<file path="src/uflm_map.vh">
`ifndef UFLM_MAP_VH
`define UFLM_MAP_VH

// ****************************************************************
// Register word indices on the Avalon-MM slave.
// ****************************************************************
`define UFLM_IDX_CTRL    3'h0
`define UFLM_IDX_STAT1   3'h1
`define UFLM_IDX_STAT2   3'h2
`define UFLM_IDX_CTRL3   3'h3
`define UFLM_IDX_CTRL4   3'h4
`define UFLM_IDX_DATA    3'h5

// ****************************************************************
// Control register field positions.
// ****************************************************************
`define UFLM_CTRL_TBIE   7
`define UFLM_CTRL_TDIE   6
`define UFLM_CTRL_RIE    5
`define UFLM_CTRL_ILIE   4
`define UFLM_CTRL_RXON   2
`define UFLM_CTRL_NINE   0

// ****************************************************************
// Status one register field positions.
// ****************************************************************
`define UFLM_S1_TBE      7
`define UFLM_S1_TD       6
`define UFLM_S1_RX_FULL_FLAG     5
`define UFLM_S1_IDLE     4
`define UFLM_S1_OVR      3
`define UFLM_S1_NZ       2
`define UFLM_S1_FR       1
`define UFLM_S1_PA       0

// ****************************************************************
// Status two register field positions (write one to clear).
// ****************************************************************
`define UFLM_S2_BRK      7
`define UFLM_S2_EDGE     6

// ****************************************************************
// Control three register field positions.
// ****************************************************************
`define UFLM_C3_RX9      7
`define UFLM_C3_TX9      6
`define UFLM_C3_DIR      5
`define UFLM_C3_LOOP     4
`define UFLM_C3_ORIE     3
`define UFLM_C3_NEIE     2
`define UFLM_C3_FEIE     1
`define UFLM_C3_PEIE     0

// ****************************************************************
// Control four register field positions.
// ****************************************************************
`define UFLM_C4_BKIE     7
`define UFLM_C4_EDIE     6
`define UFLM_C4_SRC      0

// ****************************************************************
// Reset values and stop mode codes.
// ****************************************************************
`define UFLM_RST_BYTE    8'h00
`define UFLM_RST_DATA    9'h000
`define UFLM_STOP_RUN    2'h0
`define UFLM_STOP_LIGHT  2'h1

`endif

</file>
<file path="src/uflm_core.v">
// Overview of operation
// - Ten sources, three request lines, individually masked.
// - Transmit request while buffer empty and enabled.
// - Done flag once line idle; requests when enabled.
// - Status read then data read clears full.
// - Idle cleared likewise; rearms only after new character.
// - Error flags set with full, never on overrun.
// - Character on full buffer: overrun, data dropped.
// - Receive edge sets flag; write one clears.
// - Nine-bit mode adds ninth bit both ways.
// - Ninth bit copied with byte into shifter.
// - Stop freezes; deep stops lose all registers.
// - Edge detector and wake live in light stop.
// - Loopback on: source bit picks loop/single-wire.
// - Loop mode: transmitter feeds receiver, pin released.
// - Single-wire: receiver on transmit pin, pin released.
// - Direction bit: zero listens, one drives.
// - Single-wire receiver hears own transmitted characters.
//
// The placing of the registers and register access over Avalon-MM are this design's own decisions.
`timescale 1ns/1ns
`include "uflm_map.vh"

module uflm_core (
	input  wire        sys_clk,
	input  wire        nrst,
	input  wire [2:0]  avs_address,
	input  wire        avs_read,
	input  wire        avs_write,
	input  wire [31:0] avs_writedata,
	output reg  [31:0] avs_readdata,
	output wire        avs_waitrequest,
	input  wire [1:0]  stop_mode,
	input  wire        tx_take,
	input  wire        tx_core_idle,
	input  wire        tx_serial,
	output reg  [8:0]  tx_shift_data,
	output wire        nine_bit_mode,
	input  wire        rx_done,
	input  wire [8:0]  rx_char,
	input  wire        rx_noise,
	input  wire        rx_framing,
	input  wire        rx_parity,
	input  wire        rx_idle_seen,
	input  wire        rx_break_seen,
	output wire        rx_line,
	output wire        rx_enable,
	input  wire        rxd_in,
	input  wire        txd_in,
	output wire        txd_out,
	output wire        txd_oe_n,
	output wire        rxd_released,
	output reg         tx_irq,
	output reg         rx_irq,
	output reg         err_irq,
	output reg         wake_req
);
	// ****************************************************************
	// Reset release and stop mode decode.
	// ****************************************************************
	reg        rst_s1_reg;   // First reset stage, read only by second.
	reg        rst_s2_reg;   // Released reset used by the design.
	wire       rst_n;        // Design reset, active low.
	wire       run_en;       // Clocks running.
	wire       light_stop;   // Lightest stop, contents kept.
	wire       deep_stop;    // Deep stops, contents lost.

	// Reset is applied at once and released after two edges.
	always @(posedge sys_clk or negedge nrst) begin
		if (!nrst) begin
			rst_s1_reg <= 1'b0;
			rst_s2_reg <= 1'b0;
		end else begin
			rst_s1_reg <= 1'b1;
			rst_s2_reg <= rst_s1_reg;
		end
	end
	assign rst_n = rst_s2_reg;

	// Any stop freezes the port except edge flag and wake in light stop; deep ones also wipe it.
	assign run_en     = (stop_mode == `UFLM_STOP_RUN);
	assign light_stop = (stop_mode == `UFLM_STOP_LIGHT);
	assign deep_stop  = stop_mode[1];

	// ****************************************************************
	// Avalon-MM slave: one wait cycle, then answer.
	// ****************************************************************
	reg        ack_reg;      // High in the answering cycle.
	wire       acc;          // First cycle of a request.
	wire       do_wr;        // Write takes effect this edge.
	wire       do_rd;        // Read completes this edge.
	wire [7:0] wbyte;        // Written byte.

	assign acc             = (avs_read | avs_write) & ~ack_reg;
	assign avs_waitrequest = (avs_read | avs_write) & ~ack_reg;
	assign do_wr           = avs_write & ack_reg;
	assign do_rd           = avs_read & ack_reg;
	assign wbyte           = avs_writedata[7:0];

	// Acknowledge toggles so each request sees one wait cycle.
	always @(posedge sys_clk or negedge rst_n) begin
		if (!rst_n) begin
			ack_reg <= 1'b0;
		end else begin
			ack_reg <= acc;
		end
	end

	// ****************************************************************
	// Control registers.
	// ****************************************************************
	reg  [7:0] ctrl_reg;     // Enables, receiver on, nine-bit select.
	reg  [6:0] ctrl3_reg;    // Ninth bit, direction, loop, error enables.
	reg  [7:0] ctrl4_reg;    // Break and edge enables, source select.
	reg  [7:0] tx_buf_reg;   // Transmit data buffer.
	reg        rx_nine_reg;  // Received ninth bit.
	reg  [7:0] rx_buf_reg;   // Received data byte.
	wire       wr_ctrl;
	wire       wr_ctrl3;
	wire       wr_ctrl4;
	wire       wr_data;
	wire       rd_stat1;
	wire       rd_data;

	assign wr_ctrl  = do_wr & run_en & (avs_address == `UFLM_IDX_CTRL);
	assign wr_ctrl3 = do_wr & run_en & (avs_address == `UFLM_IDX_CTRL3);
	assign wr_ctrl4 = do_wr & run_en & (avs_address == `UFLM_IDX_CTRL4);
	assign wr_data  = do_wr & run_en & (avs_address == `UFLM_IDX_DATA);
	assign rd_stat1 = do_rd & run_en & (avs_address == `UFLM_IDX_STAT1);
	assign rd_data  = do_rd & run_en & (avs_address == `UFLM_IDX_DATA);

	// Software-written fields; lost in deep stop.
	always @(posedge sys_clk or negedge rst_n) begin
		if (!rst_n) begin
			ctrl_reg   <= `UFLM_RST_BYTE;
			ctrl3_reg  <= 7'h00;
			ctrl4_reg  <= `UFLM_RST_BYTE;
			tx_buf_reg <= `UFLM_RST_BYTE;
		end else if (deep_stop) begin
			ctrl_reg   <= `UFLM_RST_BYTE;
			ctrl3_reg  <= 7'h00;
			ctrl4_reg  <= `UFLM_RST_BYTE;
			tx_buf_reg <= `UFLM_RST_BYTE;
		end else begin
			if (wr_ctrl) begin
				ctrl_reg <= wbyte;
			end
			// The ninth bit is taken from this write.
			if (wr_ctrl3) begin
				ctrl3_reg <= wbyte[6:0];
			end
			if (wr_ctrl4) begin
				ctrl4_reg <= wbyte;
			end
			if (wr_data) begin
				tx_buf_reg <= wbyte;
			end
		end
	end

	wire tbie       = ctrl_reg[`UFLM_CTRL_TBIE];
	wire tdie       = ctrl_reg[`UFLM_CTRL_TDIE];
	wire rie        = ctrl_reg[`UFLM_CTRL_RIE];
	wire ilie       = ctrl_reg[`UFLM_CTRL_ILIE];
	wire rx_on      = ctrl_reg[`UFLM_CTRL_RXON];
	wire tx_ninth_bit          = ctrl3_reg[`UFLM_C3_TX9];
	wire single_wire_direction = ctrl3_reg[`UFLM_C3_DIR];
	wire loopback_enable       = ctrl3_reg[`UFLM_C3_LOOP];
	wire receiver_source_select = ctrl4_reg[`UFLM_C4_SRC];
	wire rx_edge_irq_enable    = ctrl4_reg[`UFLM_C4_EDIE];

	assign nine_bit_mode = ctrl_reg[`UFLM_CTRL_NINE];
	assign rx_enable     = rx_on;

	// ****************************************************************
	// Line routing: normal, loop and single-wire.
	// ****************************************************************
	wire loop_mode;   // Internal loop selected.
	wire sw_mode;     // Single-wire selected.

	assign loop_mode = loopback_enable & ~receiver_source_select;
	assign sw_mode   = loopback_enable & receiver_source_select;

	// Loop feeds transmitter to receiver; single-wire listens on the
	// pin or, when driving, hears its own output.
	assign rx_line = loop_mode ? tx_serial :
		sw_mode ? (single_wire_direction ? tx_serial : txd_in) : rxd_in;

	// Pin driven except in single-wire listen.
	assign txd_out      = tx_serial;
	assign txd_oe_n     = sw_mode & ~single_wire_direction;
	assign rxd_released = loopback_enable;

	// ****************************************************************
	// Status flags.
	// ****************************************************************
	wire tx_buffer_empty_flag;
	reg  tx_done_flag;
	wire rx_full_flag;
	wire idle_flag;
	wire overrun_flag;
	wire noise_flag;
	wire framing_error_flag;
	wire parity_error_flag;
	wire rx_edge_flag;
	wire break_detect_flag;
	reg  tx_arm_reg;     // Status seen with transmit flags up.
	reg  rx_arm_reg;     // Status seen with receive flags up.
	reg  idle_armed_reg; // Idle may set again.
	wire rx_accept;      // Character moves into the buffer.
	wire rx_lost;        // Character dropped to overrun.
	wire rx_clear;       // Status-then-data read completed.
	wire tx_clear;       // Status-then-data write completed.
	wire edge_fall;      // Active edge on the receive source.
	wire edge_live;      // Edge detector powered.
	wire wr_stat2;

	// A full buffer or pending framing error blocks new data.
	assign rx_accept = run_en & rx_done & ~rx_full_flag & ~framing_error_flag;
	assign rx_lost   = run_en & rx_done & rx_full_flag;
	assign rx_clear  = rd_data & rx_arm_reg;
	assign tx_clear  = wr_data & tx_arm_reg;
	assign wr_stat2  = do_wr & run_en & (avs_address == `UFLM_IDX_STAT2);

	// Remember a status read that saw flags set.
	always @(posedge sys_clk or negedge rst_n) begin
		if (!rst_n) begin
			rx_arm_reg <= 1'b0;
			tx_arm_reg <= 1'b0;
		end else if (deep_stop) begin
			rx_arm_reg <= 1'b0;
			tx_arm_reg <= 1'b0;
		end else begin
			if (rd_stat1) begin
				rx_arm_reg <= rx_full_flag | idle_flag;
			end else if (rd_data) begin
				rx_arm_reg <= 1'b0;
			end
			if (rd_stat1) begin
				tx_arm_reg <= tx_buffer_empty_flag | tx_done_flag;
			end else if (wr_data) begin
				tx_arm_reg <= 1'b0;
			end
		end
	end

	// Buffer empty sets when the shifter takes the byte.
	uflm_flag #(.RESET_VAL(1'b1)) u_tbe (
		.clk   (sys_clk),
		.rst_n (rst_n),
		.wipe  (deep_stop),
		.set   (run_en & tx_take),
		.clr   (tx_clear),
		.q     (tx_buffer_empty_flag)
	);

	// Done only with the buffer empty and the line idle.
	always @(posedge sys_clk or negedge rst_n) begin
		if (!rst_n) begin
			tx_done_flag <= 1'b1;
		end else if (deep_stop) begin
			tx_done_flag <= 1'b1;
		end else if (run_en) begin
			if (tx_buffer_empty_flag & tx_core_idle & ~tx_take) begin
				tx_done_flag <= 1'b1;
			end else if (tx_clear | ~tx_core_idle) begin
				tx_done_flag <= 1'b0;
			end
		end
	end

	// Byte and ninth bit move to the shifter together.
	always @(posedge sys_clk or negedge rst_n) begin
		if (!rst_n) begin
			tx_shift_data <= `UFLM_RST_DATA;
		end else if (deep_stop) begin
			tx_shift_data <= `UFLM_RST_DATA;
		end else if (run_en & tx_take) begin
			tx_shift_data <= {tx_ninth_bit & nine_bit_mode, tx_buf_reg};
		end
	end

	// Received byte and ninth bit are stored on accept.
	always @(posedge sys_clk or negedge rst_n) begin
		if (!rst_n) begin
			rx_buf_reg  <= `UFLM_RST_BYTE;
			rx_nine_reg <= 1'b0;
		end else if (deep_stop) begin
			rx_buf_reg  <= `UFLM_RST_BYTE;
			rx_nine_reg <= 1'b0;
		end else if (rx_accept) begin
			rx_buf_reg  <= rx_char[7:0];
			rx_nine_reg <= rx_char[8] & nine_bit_mode;
		end
	end

	uflm_flag u_full (
		.clk   (sys_clk),
		.rst_n (rst_n),
		.wipe  (deep_stop),
		.set   (rx_accept),
		.clr   (rx_clear),
		.q     (rx_full_flag)
	);

	// Idle rearms only when a new character has set full.
	always @(posedge sys_clk or negedge rst_n) begin
		if (!rst_n) begin
			idle_armed_reg <= 1'b1;
		end else if (deep_stop) begin
			idle_armed_reg <= 1'b1;
		end else if (rx_accept) begin
			idle_armed_reg <= 1'b1;
		end else if (rx_clear & idle_flag) begin
			idle_armed_reg <= 1'b0;
		end
	end

	uflm_flag u_idle (
		.clk   (sys_clk),
		.rst_n (rst_n),
		.wipe  (deep_stop),
		.set   (run_en & rx_idle_seen & idle_armed_reg),
		.clr   (rx_clear),
		.q     (idle_flag)
	);

	uflm_flag u_ovr (
		.clk   (sys_clk),
		.rst_n (rst_n),
		.wipe  (deep_stop),
		.set   (rx_lost),
		.clr   (rx_clear),
		.q     (overrun_flag)
	);

	// Errors ride with the accepted character only.
	uflm_flag u_nz (
		.clk   (sys_clk),
		.rst_n (rst_n),
		.wipe  (deep_stop),
		.set   (rx_accept & rx_noise),
		.clr   (rx_clear),
		.q     (noise_flag)
	);

	uflm_flag u_fr (
		.clk   (sys_clk),
		.rst_n (rst_n),
		.wipe  (deep_stop),
		.set   (rx_accept & rx_framing),
		.clr   (rx_clear),
		.q     (framing_error_flag)
	);

	uflm_flag u_pa (
		.clk   (sys_clk),
		.rst_n (rst_n),
		.wipe  (deep_stop),
		.set   (rx_accept & rx_parity),
		.clr   (rx_clear),
		.q     (parity_error_flag)
	);

	// Edge detector runs in run and light stop only.
	assign edge_live = rx_on & (run_en | light_stop);

	uflm_fall_det u_edge (
		.clk    (sys_clk),
		.rst_n  (rst_n),
		.enable (edge_live),
		.din    (rx_line),
		.fall   (edge_fall)
	);

	uflm_flag u_edgef (
		.clk   (sys_clk),
		.rst_n (rst_n),
		.wipe  (deep_stop),
		.set   (edge_fall),
		.clr   (wr_stat2 & wbyte[`UFLM_S2_EDGE]),
		.q     (rx_edge_flag)
	);

	uflm_flag u_brk (
		.clk   (sys_clk),
		.rst_n (rst_n),
		.wipe  (deep_stop),
		.set   (run_en & rx_break_seen),
		.clr   (wr_stat2 & wbyte[`UFLM_S2_BRK]),
		.q     (break_detect_flag)
	);

	// ****************************************************************
	// Request lines and wakeup.
	// ****************************************************************
	wire tx_req;
	wire rx_req;
	wire err_req;

	// Masks gate requests only; flags stay readable.
	assign tx_req = (tx_buffer_empty_flag & tbie) | (tx_done_flag & tdie);
	assign rx_req = (rx_full_flag & rie) | (idle_flag & ilie) |
		(rx_edge_flag & rx_edge_irq_enable) |
		(break_detect_flag & ctrl4_reg[`UFLM_C4_BKIE]);
	assign err_req = (overrun_flag & ctrl3_reg[`UFLM_C3_ORIE]) |
		(noise_flag & ctrl3_reg[`UFLM_C3_NEIE]) |
		(framing_error_flag & ctrl3_reg[`UFLM_C3_FEIE]) |
		(parity_error_flag & ctrl3_reg[`UFLM_C3_PEIE]);

	// Requests hold while any enabled flag stays set.
	always @(posedge sys_clk or negedge rst_n) begin
		if (!rst_n) begin
			tx_irq   <= 1'b0;
			rx_irq   <= 1'b0;
			err_irq  <= 1'b0;
			wake_req <= 1'b0;
		end else begin
			tx_irq   <= tx_req;
			rx_irq   <= rx_req;
			err_irq  <= err_req;
			wake_req <= light_stop & rx_edge_flag & rx_edge_irq_enable;
		end
	end

	// ****************************************************************
	// Read data, captured in the wait cycle.
	// ****************************************************************
	reg [7:0] rbyte;

	// Selects the addressed register; unmapped reads as zero.
	always @* begin
		rbyte = 8'h00;
		case (avs_address)
			`UFLM_IDX_CTRL:  rbyte = ctrl_reg;
			`UFLM_IDX_STAT1: rbyte = {tx_buffer_empty_flag, tx_done_flag,
				rx_full_flag, idle_flag, overrun_flag, noise_flag,
				framing_error_flag, parity_error_flag};
			`UFLM_IDX_STAT2: rbyte = {break_detect_flag, rx_edge_flag, 6'h00};
			`UFLM_IDX_CTRL3: rbyte = {rx_nine_reg, ctrl3_reg};
			`UFLM_IDX_CTRL4: rbyte = ctrl4_reg;
			`UFLM_IDX_DATA:  rbyte = rx_buf_reg;
			default:         rbyte = 8'h00;
		endcase
	end

	// Read data stands from the answer edge onward.
	always @(posedge sys_clk or negedge rst_n) begin
		if (!rst_n) begin
			avs_readdata <= 32'h0000_0000;
		end else if (acc & avs_read) begin
			avs_readdata <= {24'h00_0000, rbyte};
		end
	end

endmodule // uflm_core

</file>
<file path="src/uflm_flag.v">
`timescale 1ns/1ns
// ****************************************************************
// Sticky flag cell: a set in the same cycle as a clear wins.
// ****************************************************************
module uflm_flag #(
	parameter RESET_VAL = 1'b0
) (
	input  wire clk,
	input  wire rst_n,
	input  wire wipe,
	input  wire set,
	input  wire clr,
	output reg  q
);
	// Wipe models loss of contents, then set, then clear.
	always @(posedge clk or negedge rst_n) begin
		if (!rst_n) begin
			q <= RESET_VAL;
		end else if (wipe) begin
			q <= RESET_VAL;
		end else if (set) begin
			q <= 1'b1;
		end else if (clr) begin
			q <= 1'b0;
		end
	end
endmodule // uflm_flag

</file>
<file path="src/uflm_fall_det.v">
`timescale 1ns/1ns
// ****************************************************************
// Falling edge detector for the idle-high receive line.
// ****************************************************************
module uflm_fall_det (
	input  wire clk,
	input  wire rst_n,
	input  wire enable,
	input  wire din,
	output wire fall
);
	reg prev_reg; // Line level one cycle ago, idle high.

	// Track the line every cycle so no stale edge appears later.
	always @(posedge clk or negedge rst_n) begin
		if (!rst_n) begin
			prev_reg <= 1'b1;
		end else begin
			prev_reg <= din;
		end
	end

	// A high-to-low step counts only while enabled.
	assign fall = enable & prev_reg & ~din;
endmodule // uflm_fall_det

</file>
<file path="config.mk">
export PLATFORM = sky130hd
export DESIGN_NAME = uflm_core
export DESIGN_NICKNAME = d
export VERILOG_FILES = /design/src/uflm_core.v /design/src/uflm_flag.v /design/src/uflm_fall_det.v
export VERILOG_INCLUDE_DIRS = /design/src
export SDC_FILE = /design/constraint.sdc
export NUM_CORES = 1
export LEC_CHECK = 0
export ABC_AREA = 1
export BUFFER_PORTS_ARGS = -buffer_cell sky130_fd_sc_hd__clkbuf_2
export CAP_MARGIN = 10
export CORE_ASPECT_RATIO = 0.5
export CORE_MARGIN = 5
export CORE_UTILIZATION = 45
export CTS_CLUSTER_DIAMETER = 120
export DETAILED_ROUTE_END_ITERATION = 10
export PLACE_DENSITY = 0.71
export SLEW_MARGIN = 20
export SYNTH_ARGS = -nofsm -noshare
export SYNTH_HDL_FRONTEND = slang
export SYNTH_SLANG_ARGS = --single-unit
</file>
<file path="constraint.sdc">
create_clock -name sys_clk -period 5.85 [get_ports sys_clk]
set_input_delay 0 -clock sys_clk [delete_from_list [all_inputs] [get_ports sys_clk]]
set_output_delay 0 -clock sys_clk [all_outputs]
set_load 0.01 [all_outputs]
</file>
==> results.md, run 1 <==
| Result | Value | Unit |
|:---|:---|:---|
| Number of iterations in the first detailed-routing pass | 5 | - |
| Area of all placed cells without fillers | 4617 | sq um |
| Worst setup SP type | input port | - |
| Reg-to-Reg Start | ack_reg | - |
| Most used cells in the layout excluding fill and tap cells | 144 x sky130_fd_sc_hd__nand2_1, 73 x sky130_fd_sc_hd__dfrtp_1, 64 x sky130_fd_sc_hd__clkbuf_2, 44 x sky130_fd_sc_hd__nand3_1, 31 x sky130_fd_sc_hd__o21ai_1 | - |
| Final setup slack of the worst path | 4005 | ps |
| Detail Placement HPWL | 7.025 | mm |
| Endpoint of the worst register-to-register path | tx_done_flag | - |
| First-pass GRT wire length | 15.89 | mm |
| Worst-path clk slew | 60 | ps |
| Die boundary width | 140.1 | um |
| Hold-critical path endpoint | u_edgef.q | - |
| Total I/O pin count | 113 | - |
| Antenna diodes | 0 | - |
| Post-detailed-route via-to-cell ratio | 5.035 | - |
| Final cell count without fillers | 658 | - |
| Post-layout power | 1.270 | mW |
| Fraction of final layout cells with drive strength greater than 1 | 21.61 | % |
| Outcome | finished clean | - |
| Most common cell after layout, fill and taps aside | sky130_fd_sc_hd__nand2_1 | - |
| Worst VDD drop | 0.1358 | mV |
| Top FF cell, synth | sky130_fd_sc_hd__dfrtp_1 | - |
| Leakage | 2.379 | nW |
| Count of input and output buffers | 64 | - |
| Headroom to the max-slew limit | 37.02 | % |
| Yosys reg bits | 78 | - |
| Hold crit path type | input port to register | - |
| Part of the Yosys area used for sequential elements | 51.38 | % |
| DR iter-0 viols | 309 | - |
| Number of instances in the synthesized netlist | 456 | - |
| Hold Fails Final Rpt | 0 | - |
| Clock root buffer master | sky130_fd_sc_hd__clkbuf_16 | - |
| Clock Latency Late Sink | 330 | ps |
| Worst endpoint data arrival time | 2060 | ps |
| Pwr Density | 275.0 | nW/um^2 |
| CTS buffer count | 9 | - |
| Synth unique cells | 28 | - |
| Worst-case clock skew | 5.063 | ps |
| CP endpoint kind | register | - |
| Proportion of register bits with asynchronous set or reset after synthesis | 100.0 | % |
| Pin count of the biggest net entering global routing | 77 | - |
| Max-slew violation count | 0 | - |
| Transition time at the pin with the least slew margin | 944.7 | ps |
| FMAX | 541.9 | MHz |
| Setup fix buffers added after clock tree synthesis | 0 | - |
| Clock Path Buffers | 2 | - |
| H-tree depth | 3 | - |
| Number of clock sinks | 78 | - |
| Setup WS pre-CTS | 4073 | ps |
| Gp weighted congestion | 0.8661 | - |
| Total global routing track utilization | 19.50 | % |
| Post-Syn Area per Cell | 8.352 | sq um |
| Slack of the worst reg-to-reg path | 4150 | ps |
| Post-route core utilization | 56.89 | % |
| Number of gates given a new drive strength after cts | 0 | - |
| Post-route DRC violation count | 0 | - |
| Routed length per instance | 14.85 | um |
| Remaining number of nets flagged by the antenna check after routing | 0 | - |
| Count of maximum capacitance violations | 0 | - |
| Netlist Area Pre-Place | 3809 | sq um |
| Unrepaired setup endpoints after global routing | false | - |
| Largest fanout on the critical path | 11 | - |
| Ys Warns | 0 | - |
| Required time of the critical path | 6060 | ps |
| Total number of vias | 3313 | - |
| Critical path type | input port to register | - |
| Core Rows | 23 | - |
| Total congestion overflow | 0 | - |
| Portion of the clock cycle consumed by the worst path in the final layout | 31.55 | % |
| Number of placed cells counting well taps | 615 | - |
| Final Routed Wirelength | 9.773 | mm |
| Beginning of the worst hold path | stop_mode[1] | - |
| Effective utilization at floorplan | 46.93 | % |
| Number of buffers added to fix hold violations after cts | 27 | - |
| Top register by number of flip-flops | tx_shift_data | - |
| Placed standard-cell area | 4071 | sq um |
| Number of flip-flops under the largest register name | 9 | - |
| Count of final setup violators | 0 | - |
| Nets@finish | 602 | - |
| Final hold slack | 12.21 | ps |
| Worst hold path cell count | 2 | - |
| Die height | 75.06 | um |
| Clock tree from TritonCTS | built | - |
| Area Overhead vs Synth | 21.22 | % |
| Clock period minus worst slack | 1845 | ps |
| Setup TNS Final | 0 | ps |
| Initial antenna violation count | 0 | - |
| Core Region | 8115 | sq um |
| Full die area | 10520 | sq um |
| Number of enable flip-flop cells after synthesis | 0 | - |
| Worst Reg-to-Reg Cells | 8 | - |
| Via count of the first global-routing pass | 3006 | - |
## kinds of logic (layout without fill, tap and decap cells)
| group | Yosys count | in the layout | synth area share, % |
|---|---|---|---|
| AO/OA/AOI/OAI | 62 | 62 | 8.772 |
| AND/OR/NAND/NOR | 242 | 242 | 28.84 |
| buffers and inverters | 72 | 139 | 10.81 |
| flip-flops | 78 | 78 | 51.38 |
| other | 2 | 25 | 0.1972 |
## cell type report
| type | count | area (sq um) |
|---|---|---|
| Clock inverter | 7 | 50.05 |
| Clock buffer | 9 | 225.2 |
| Timing Repair Buffer | 92 | 598.1 |
| Tap cell | 112 | 140.1 |
| Multi-Input combinational cell | 329 | 1526 |
| Sequential cell | 78 | 1958 |
| Fill cell | 756 | 3498 |
| Inverter | 31 | 118.9 |
## worst max-delay path, cell delays in order
cell and delay, ps:
sky130_fd_sc_hd__dlygate4sd3_1 530, sky130_fd_sc_hd__clkbuf_2 130, sky130_fd_sc_hd__nor2_1 670, sky130_fd_sc_hd__nand3_2 230, sky130_fd_sc_hd__nor2_2 160, sky130_fd_sc_hd__nand2_1 150
sky130_fd_sc_hd__nand3_1 100, sky130_fd_sc_hd__nand2_1 80
## how the worst max path moves through the flow
stage              end  slack [ps]  depth (start not counted)          from
3_5_place_dp    u_pa.q        4070                          7  stop_mode[1]
4_1_cts         u_pa.q        4010                          8  stop_mode[0]
5_1_grt         u_pa.q        3800                          8  stop_mode[0]
6_report        u_pa.q        4000                          8  stop_mode[0]
3_3_place_gp   u_ovr.q        4110                          7  stop_mode[1]
2_1_floorplan  ack_reg        3520                          0         rst_n
## Yosys cell counts, types with 4 or more instances
library cell,number,area share [%]
sky130_fd_sc_hd__a21oi_1,6,0.79
sky130_fd_sc_hd__buf_2,9,1.2
sky130_fd_sc_hd__buf_4,28,5.5
sky130_fd_sc_hd__dfrtp_1,74,49
sky130_fd_sc_hd__dfstp_2,4,2.8
sky130_fd_sc_hd__inv_1,23,2.3
sky130_fd_sc_hd__inv_2,7,0.69
sky130_fd_sc_hd__nand2_1,144,14
sky130_fd_sc_hd__nand3_1,44,5.8
sky130_fd_sc_hd__nand4_1,19,3.1
sky130_fd_sc_hd__nor2_1,15,1.5
sky130_fd_sc_hd__nor2_2,5,0.82
sky130_fd_sc_hd__nor2_4,4,1.2
sky130_fd_sc_hd__o21ai_0,18,2.4
sky130_fd_sc_hd__o21ai_1,31,4.1
sky130_fd_sc_hd__o21ai_2,6,1.4
sky130_fd_sc_hd__or2_2,4,0.66
## routing by layer
metal | wire, um | up-vias | global-route usage (%)
met5 | 0 | - | 0
met4 | 120 | 0 | 6.122
met3 | 827 | 11 | 5.140
met2 | 4028 | 133 | 27.99
met1 | 4797 | 1544 | 28.94
li1 | - | 1625 | -
## power by group
group          leakage, nW  internal [mW]  switching (mW)
Clock                0.140          0.288           0.221
Combinational         1.21         0.0574           0.101
Sequential            1.03          0.575          0.0268
Note: power is estimated with default switching activity, not from simulation.
==> run 2: changes to the inputs <==
--- a/config.mk
+++ b/config.mk
@@ -6,7 +6,7 @@
 export SDC_FILE = /design/constraint.sdc
 export NUM_CORES = 1
 export LEC_CHECK = 0
-export ABC_AREA = 1
+export ABC_AREA = 0
 export BUFFER_PORTS_ARGS = -buffer_cell sky130_fd_sc_hd__clkbuf_2
 export CAP_MARGIN = 10
 export CORE_ASPECT_RATIO = 0.5
==> constraint.sdc (replaced) <==
create_clock -name sys_clk -period 1.9 [get_ports sys_clk]
set_input_delay 0 -clock sys_clk [delete_from_list [all_inputs] [get_ports sys_clk]]
set_output_delay 0 -clock sys_clk [all_outputs]
set_load 0.01 [all_outputs]
==> results.md, run 2 <==
| Result | Value | Unit | Change |
|:---|:---|:---|:---|
| Critical path type | input port to register | - |  |
| H-tree depth | 3 | - | unchanged |
| Max-slew violation count | 0 | - | unchanged |
| Die height | 74.57 | um | -0.65% |
| Core Region | 8058 | sq um | -0.71% |
| Number of gates given a new drive strength after cts | 0 | - | unchanged |
| Number of enable flip-flop cells after synthesis | 0 | - | unchanged |
| Worst endpoint data arrival time | 1990 | ps | -70 ps |
| Clock tree from TritonCTS | built | - |  |
| Die boundary width | 139.1 | um | -0.69% |
| Commonest cells post-synth | 74 x sky130_fd_sc_hd__dfrtp_1, 50 x sky130_fd_sc_hd__nor2_1, 45 x sky130_fd_sc_hd__nand2_1, 38 x sky130_fd_sc_hd__mux2i_1, 25 x sky130_fd_sc_hd__buf_4 | - |  |
| Largest fanout on the critical path | 9 | - | -2 |
| Yosys reg bits | 78 | - | unchanged |
| Kind of cell adding the most delay to the critical path | buffers and inverters | - |  |
| Clock Path Buffers | 2 | - | unchanged |
| Worst-path cell with the longest stage delay | sky130_fd_sc_hd__dlygate4sd3_1 | - |  |
| Final Routed Wirelength | 9.457 | mm | -3.2% |
| Clock period minus worst slack | 1776 | ps |  |
| Worst-case clock skew | 9.777 | ps | +4.714 ps |
| Top register by number of flip-flops | tx_shift_data | - |  |
| Netlist Area Pre-Place | 3752 | sq um | -1.5% |
| Share of synthesized cell area in full adder, half adder and majority cells | 0 | % | unchanged |
| Area share of and/or/nand/nor cells after synthesis | 15.91 | % | -13 points |
| Total I/O pin count | 113 | - | unchanged |
| Pwr Density | 799.7 | nW/um^2 | +190% |
| Full die area | 10380 | sq um | -1.3% |
| Post-route DRC violation count | 0 | - | unchanged |
| Count of input and output buffers | 64 | - | unchanged |
| Clock Latency Late Sink | 340 | ps | about the same |
| Total number of vias | 2969 | - | -10% |
| Setup TNS Final | 0 | ps | unchanged |
| Synth area leader | sky130_fd_sc_hd__dfrtp_1 | - |  |
| Beginning of the worst hold path | stop_mode[0] | - |  |
| Synth area leaders | sky130_fd_sc_hd__dfrtp_1 49%, sky130_fd_sc_hd__mux2i_1 10%, sky130_fd_sc_hd__buf_4 5.0% | - |  |
| Proportion of register bits with asynchronous set or reset after synthesis | 100.0 | % | unchanged |
| Post-detailed-route via-to-cell ratio | 5.101 | - | +1.3% |
| Final hold slack | 10.15 | ps | -2.056 ps |
| Required time of the critical path | 2110 | ps | -3950 ps |
| Cell breakdown of the critical path | dlygate4sd3_1, clkbuf_2, and4bb_2, and4_1, nand2b_1, a21oi_1, dlygate4sd3_1 | - |  |
| Reg-to-Reg Start | ack_reg | - |  |
| Synth unique cells | 40 | - | +43% |
| Hold-critical path endpoint | wake_req | - |  |
| Top FF cell, synth | sky130_fd_sc_hd__dfrtp_1 | - |  |
| Clock root buffer master | sky130_fd_sc_hd__clkbuf_16 | - |  |
| GR Util met1 | 27.89 | % | -1.1 points |
| Unrepaired setup endpoints after global routing | false | - |  |
| Leakage | 2.256 | nW | -5.2% |
| Slack of the worst reg-to-reg path | 130 | ps | -4020 ps |
| Core Rows | 23 | - | unchanged |
| Number of clock sinks | 78 | - | unchanged |
| Pin count of the biggest net entering global routing | 37 | - | -52% |
| Hold crit path type | input port to register | - |  |
| Worst hold path cell count | 2 | - | unchanged |
| Remaining number of nets flagged by the antenna check after routing | 0 | - | unchanged |
| First-pass GRT wire length | 15.25 | mm | -4.0% |
| Share of Yosys cell area claimed by the top area cell type | 49.35 | % | +0.73 points |
| Part of the Yosys area used for sequential elements | 52.15 | % | +0.77 points |
| Fraction of the mapped netlist area in compound gates | 11.10 | % | +2.3 points |
| Highest cell delay on the worst timing path | 560 | ps | -110 ps |
| Number of flip-flops under the largest register name | 9 | - | unchanged |
| Total congestion overflow | 0 | - | unchanged |
| Met3 capacity usage during global routing | 3.982 | % | -1.2 points |
| Worst VDD drop | 0.4573 | mV | +240% |
| Gp weighted congestion | 0.8818 | - | +1.8% |
| Number of instances in the synthesized netlist | 369 | - | -19% |
| Effective utilization at floorplan | 46.57 | % | -0.36 points |
| Setup fix buffers added after clock tree synthesis | 0 | - | unchanged |
| Outcome | finished clean | - |  |
| Number of buffers added to fix hold violations after cts | 29 | - | +7.4% |
| Count of final setup violators | 0 | - | unchanged |
| CP endpoint kind | register | - |  |
| Portion of the clock cycle consumed by the worst path in the final layout | 93.47 | % |  |
| Routed length per instance | 16.25 | um | +9.4% |
| Multiplexer share of the synthesized area | 12.54 | % | +13 points |
| Nets@finish | 526 | - | -13% |
| FMAX | 563.1 | MHz |  |
| Buffers and inverters on the worst path | 3 | - | +1 |
| Endpoint of the worst register-to-register path | u_idle.q | - |  |
| Detail Placement HPWL | 6.780 | mm | -3.5% |
| Area share of xor/xnor cells in the synthesized design | 0 | % | unchanged |
| GR met2 Demand/Resource | 28.64 | % | +0.65 points |
| CTS buffer count | 9 | - | unchanged |
| Area Overhead vs Synth | 26.11 | % |  |
| Initial antenna violation count | 0 | - | unchanged |
| Cell with the most instances after synthesis | sky130_fd_sc_hd__dfrtp_1 | - |  |
| Number of iterations in the first detailed-routing pass | 5 | - | unchanged |
| DR iter-0 viols | 220 | - | -29% |
| Post-Syn Area per Cell | 10.17 | sq um | +22% |
| Ys Warns | 0 | - | unchanged |
| Antenna diodes | 0 | - | unchanged |
| Hold Fails Final Rpt | 0 | - | unchanged |
| Most used cells in the layout excluding fill and tap cells | 73 x sky130_fd_sc_hd__dfrtp_1, 64 x sky130_fd_sc_hd__clkbuf_2, 50 x sky130_fd_sc_hd__nor2_1, 45 x sky130_fd_sc_hd__nand2_1, 38 x sky130_fd_sc_hd__mux2i_1 | - |  |
| Main combinational cell family by area after synthesis | simple AND/OR/NAND/NOR gates | - |  |
| Worst setup SP type | input port | - |  |
| Via count of the first global-routing pass | 2876 | - | -4.3% |
| Fraction of final layout cells with drive strength greater than 1 | 23.62 | % | +2.0 points |
| Total global routing track utilization | 19.01 | % | -0.49 points |
| Worst Reg-to-Reg Cells | 5 | - | -3 |
| Cell occurring most often along the worst timing path | sky130_fd_sc_hd__dlygate4sd3_1 | - |  |
| Worst-path clk slew | 60 | ps | about the same |
| Highest-utilization routing layer at the global route stage | met2 | - |  |
| Count of maximum capacitance violations | 0 | - | unchanged |
| Most common cell after layout, fill and taps aside | sky130_fd_sc_hd__dfrtp_1 | - |  |
[run 2: cell type report]
| class | instances | area, sq um |
|---|---|---|
| flip-flops and latches | 78 | 1958 |
| clock inverters | 6 | 47.55 |
| fillers | 702 | 3326 |
| multi-input cells | 263 | 1578 |
| clock buffers | 10 | 229.0 |
| repair buffers | 108 | 760.7 |
| inverters | 5 | 18.77 |
| well taps | 112 | 140.1 |
[run 2: per-stage QoR]
step / util [%] / cells / power (mW) / instance area, sq um / worst slack (ps)
global placement: 51.69 / 537 / 2.173 / 4165 / 385.0
finish: 58.73 / 582 / 3.784 / 4732 / 124.1
floorplan: - / 392 / 2.041 / 3840 / 485.3
CTS: 58.73 / 582 / 3.817 / 4732 / 149.2
detailed placement: 51.69 / 537 / 2.177 / 4165 / 360.2
global route: 58.73 / 582 / 3.936 / 4732 / 67.35
[run 2: worst max-delay path by stage]
stage	depth (start not counted)	end	start
CTS	7	u_idle.q	stop_mode[1]
floorplan	5	tx_arm_reg	ack_reg
global route	7	u_idle.q	stop_mode[1]
detailed placement	4	ctrl3_reg[1]	ack_reg
global placement	4	ctrl3_reg[1]	ack_reg
finish	7	u_idle.q	stop_mode[1]
[run 2: worst register-to-register path, stage by stage (launching register included)]
cell and delay (ps):
sky130_fd_sc_hd__dfrtp_1 400, sky130_fd_sc_hd__and4bb_2 250, sky130_fd_sc_hd__and4_1 210, sky130_fd_sc_hd__nand2b_1 140
sky130_fd_sc_hd__a21oi_1 130, sky130_fd_sc_hd__dlygate4sd3_1 570
[run 2: cell families (layout without fill, tap and decap cells)]
kind of cell / count (synthesis) / count (layout)
and+or+nand+nor: 130 / 130
DFF: 78 / 78
AOI/OAI and AO/OA: 63 / 63
buffers and inverters: 51 / 129
muxes: 45 / 45
other: 2 / 25
[run 2: per-layer routing]
metal | vias to the layer above | share of wire, %
li1 | 1409 | -
met1 | 1409 | 47
met2 | 139 | 43
met3 | 12 | 8.3
met4 | 0 | 1.2
met5 | - | 0
[run 2: where the power goes]
| group | total, mW | switching, mW | leakage, nW | internal, mW |
|---|---|---|---|---|
| Combinational | 0.417 | 0.234 | 1.09 | 0.184 |
| Sequential | 1.78 | 0.0531 | 1.05 | 1.72 |
| Clock | 1.59 | 0.698 | 0.121 | 0.891 |
==> run 3: changes to the inputs <==
--- a/config.mk
+++ b/config.mk
@@ -6,7 +6,7 @@
 export SDC_FILE = /design/constraint.sdc
 export NUM_CORES = 1
 export LEC_CHECK = 0
-export ABC_AREA = 0
+export ABC_AREA = 1
 export BUFFER_PORTS_ARGS = -buffer_cell sky130_fd_sc_hd__clkbuf_2
 export CAP_MARGIN = 10
 export CORE_ASPECT_RATIO = 0.5
==> results.md, run 3 (synthesis results as in run 1) <==
| Result | Value | Unit | Change |
|:---|:---|:---|:---|
| Number of iterations in the first detailed-routing pass | 5 | - | unchanged |
| Effective utilization at floorplan | 46.93 | % | +0.36 points |
| Clock Latency Late Sink | 340 | ps | about the same |
| Number of flip-flops under the largest register name | 9 | - | unchanged |
| H-tree depth | 3 | - | unchanged |
| Remaining number of nets flagged by the antenna check after routing | 0 | - | unchanged |
| Met3 capacity usage during global routing | 5.457 | % | +1.5 points |
| Hold crit path type | input port to register | - |  |
| FMAX | 603.8 | MHz | +7.2% |
| Worst endpoint data arrival time | 1870 | ps | -120 ps |
| Internal Pwr Total | 2.948 | mW | +5.3% |
| Clock root buffer master | sky130_fd_sc_hd__clkbuf_16 | - |  |
| Post-detailed-route via-to-cell ratio | 5.036 | - | -1.3% |
| Pin count of the biggest net entering global routing | 62 | - | +68% |
| Detail Placement HPWL | 7.109 | mm | +4.9% |
| Final Routed Wirelength | 9.748 | mm | +3.1% |
| Count of final setup violators | 0 | - | unchanged |
| GR met2 Demand/Resource | 27.89 | % | -0.75 points |
| Clock period minus worst slack | 1656 | ps | -119.6 ps |
| Outcome | finished clean | - |  |
| Comb power frac | 12.2 | % | +1.2 points |
| Die height | 75.06 | um | +0.65% |
| Clock share of power | 41.4 | % | -0.6 points |
| Highest cell delay on the worst timing path | 540 | ps | -20 ps |
| Pwr Density | 858.0 | nW/um^2 | +7.3% |
| Portion of the clock cycle consumed by the worst path in the final layout | 87.17 | % | -6.3 points |
| Via count of the first global-routing pass | 3067 | - | +6.6% |
| Die boundary width | 140.1 | um | +0.69% |
| Worst setup SP type | register | - |  |
| Most used cells in the layout excluding fill and tap cells | 144 x sky130_fd_sc_hd__nand2_1, 73 x sky130_fd_sc_hd__dfrtp_1, 64 x sky130_fd_sc_hd__clkbuf_2, 44 x sky130_fd_sc_hd__nand3_1, 31 x sky130_fd_sc_hd__o21ai_1 | - |  |
| Full die area | 10520 | sq um | +1.3% |
| Most common cell after layout, fill and taps aside | sky130_fd_sc_hd__nand2_1 | - |  |
| Cell breakdown of the critical path | nand2_1, nor2_4, nand3_1, nand3_1, nand2_1, dlygate4sd3_1 | - |  |
| Beginning of the worst hold path | txd_in | - |  |
| Setup TNS Final | 0 | ps | unchanged |
| First-pass GRT wire length | 15.90 | mm | +4.3% |
| Largest fanout on the critical path | 5 | - | -4 |
| CP endpoint kind | register | - |  |
| Buffers and inverters on the worst path | 1 | - | -2 |
| Total congestion overflow | 0 | - | unchanged |
| Core Region | 8115 | sq um | +0.71% |
| Number of clock sinks | 78 | - | unchanged |
| Critical path type | register to register | - |  |
| CTS buffer count | 9 | - | unchanged |
| Layout filler cell count | 751 | - | +7.0% |
| Setup fix buffers added after clock tree synthesis | 0 | - | unchanged |
| Worst-path cell with the longest stage delay | sky130_fd_sc_hd__dlygate4sd3_1 | - |  |
| Total I/O pin count | 113 | - | unchanged |
| Top register by number of flip-flops | tx_shift_data | - |  |
| Clock Path Buffers | 2 | - | unchanged |
| Reg-to-Reg Start | ack_reg | - |  |
| Area Overhead vs Synth | 22.63 | % |  |
| Hold Fails Final Rpt | 0 | - | unchanged |
| Power spent charging and discharging nets | 1.060 | mW | +7.6% |
| Gp weighted congestion | 0.8737 | - | -0.92% |
| Post-layout power | 4.008 | mW | +5.9% |
| Total global routing track utilization | 19.49 | % | +0.48 points |
| Worst-case clock skew | 7.263 | ps | -2.513 ps |
| Launching element of the worst setup path | ack_reg | - |  |
| Post-route DRC violation count | 0 | - | unchanged |
| Required time of the critical path | 2110 | ps | about the same |
| Worst-path clk slew | 60 | ps | about the same |
| Leakage | 2.412 | nW | +6.9% |
| Nets@finish | 606 | - | +15% |
| Clock tree from TritonCTS | built | - |  |
| DR iter-0 viols | 318 | - | +45% |
| Antenna diodes | 0 | - | unchanged |
| Core Rows | 23 | - | unchanged |
| Routed length per instance | 14.73 | um | -9.4% |
| Worst VDD drop | 0.4569 | mV | about the same |
| Total number of vias | 3334 | - | +12% |
| Sequential group share of total power | 46.4 | % | -0.6 points |
| Sw frac | 26.44 | % | +0.43 points |
| Max-slew violation count | 0 | - | unchanged |
| Initial antenna violation count | 0 | - | unchanged |
| Count of input and output buffers | 64 | - | unchanged |
| Kind of cell adding the most delay to the critical path | simple AND/OR/NAND/NOR gates | - |  |
| Fraction of final layout cells with drive strength greater than 1 | 22.91 | % | -0.71 points |
| Unrepaired setup endpoints after global routing | false | - |  |
| Count of maximum capacitance violations | 0 | - | unchanged |
| Highest-utilization routing layer at the global route stage | met1 | - |  |
| GR Util met1 | 28.75 | % | +0.87 points |
==> run 3: worst reg2reg max path, delay by kind of cell, from the launching register on <==
family / cells / cell delay (ps)
buf+inv: 1 / 540
flops: 1 / 410
simple gates: 5 / 580
==> run 3: metrics by stage <==
stage               utilization [%]  instance area [sq um]  instances  hold WS, ps  setup WS, ps
floorplan                         -                   3896        479       -295.6         579.9
global placement              51.06                   4144        623       -214.8         514.0
detailed placement            51.06                   4144        623       -211.5         480.3
CTS                           57.55                   4671        662        1.066         265.0
global route                  57.55                   4671        662        32.30         178.4
finish                        57.55                   4671        662        6.616         243.7
==> run 3: power groups by stage <==
stage          combinational, mW  sequential (mW)  clock (mW)
3_5_place_dp               0.452             1.89           0
4_1_cts                    0.492             1.86        1.68
3_3_place_gp               0.444             1.88           0
6_report                   0.490             1.86        1.66
5_1_grt                    0.553             1.87        1.75
2_1_floorplan              0.297             1.89           0
==> run 3: worst paths after layout <==
check                      slack [ps]  cells past startpoint               to
max in group asynchronous        1020                      1     tx_done_flag
hold reg to reg                   180                      0    tx_buf_reg[0]
hold / removal                      7                      4  u_edge.prev_reg
min in group asynchronous         180                      0    tx_buf_reg[0]
setup / recovery                  240                      6          u_brk.q
setup reg to reg                  240                      6          u_brk.q
==> run 3: final cells by class <==
class                   count  area, sq um  area share [%]
multi-input cells         329         1526           32.68
well taps                 112        140.1           3.000
flip-flops and latches     78         1958           41.92
clock inverters             4        30.03          0.6429
inverters                  31        118.9           2.545
repair buffers             96        630.6           13.50
clock buffers              12        266.5           5.706
==> run 3: per-layer routing <==
metal	vias up	share of wire [%]
met4	0	1.6
met1	1548	49
met2	148	40
li1	1623	-
met5	-	0
met3	15	9.2
==> run 3: repair_timing <==
item | CTS | global route
hold buffers | 23 | 0
setup endpoints to repair | 0 | 0
gates resized for setup | 0 | 0
endpoints found under the hold margin | 25 | 0
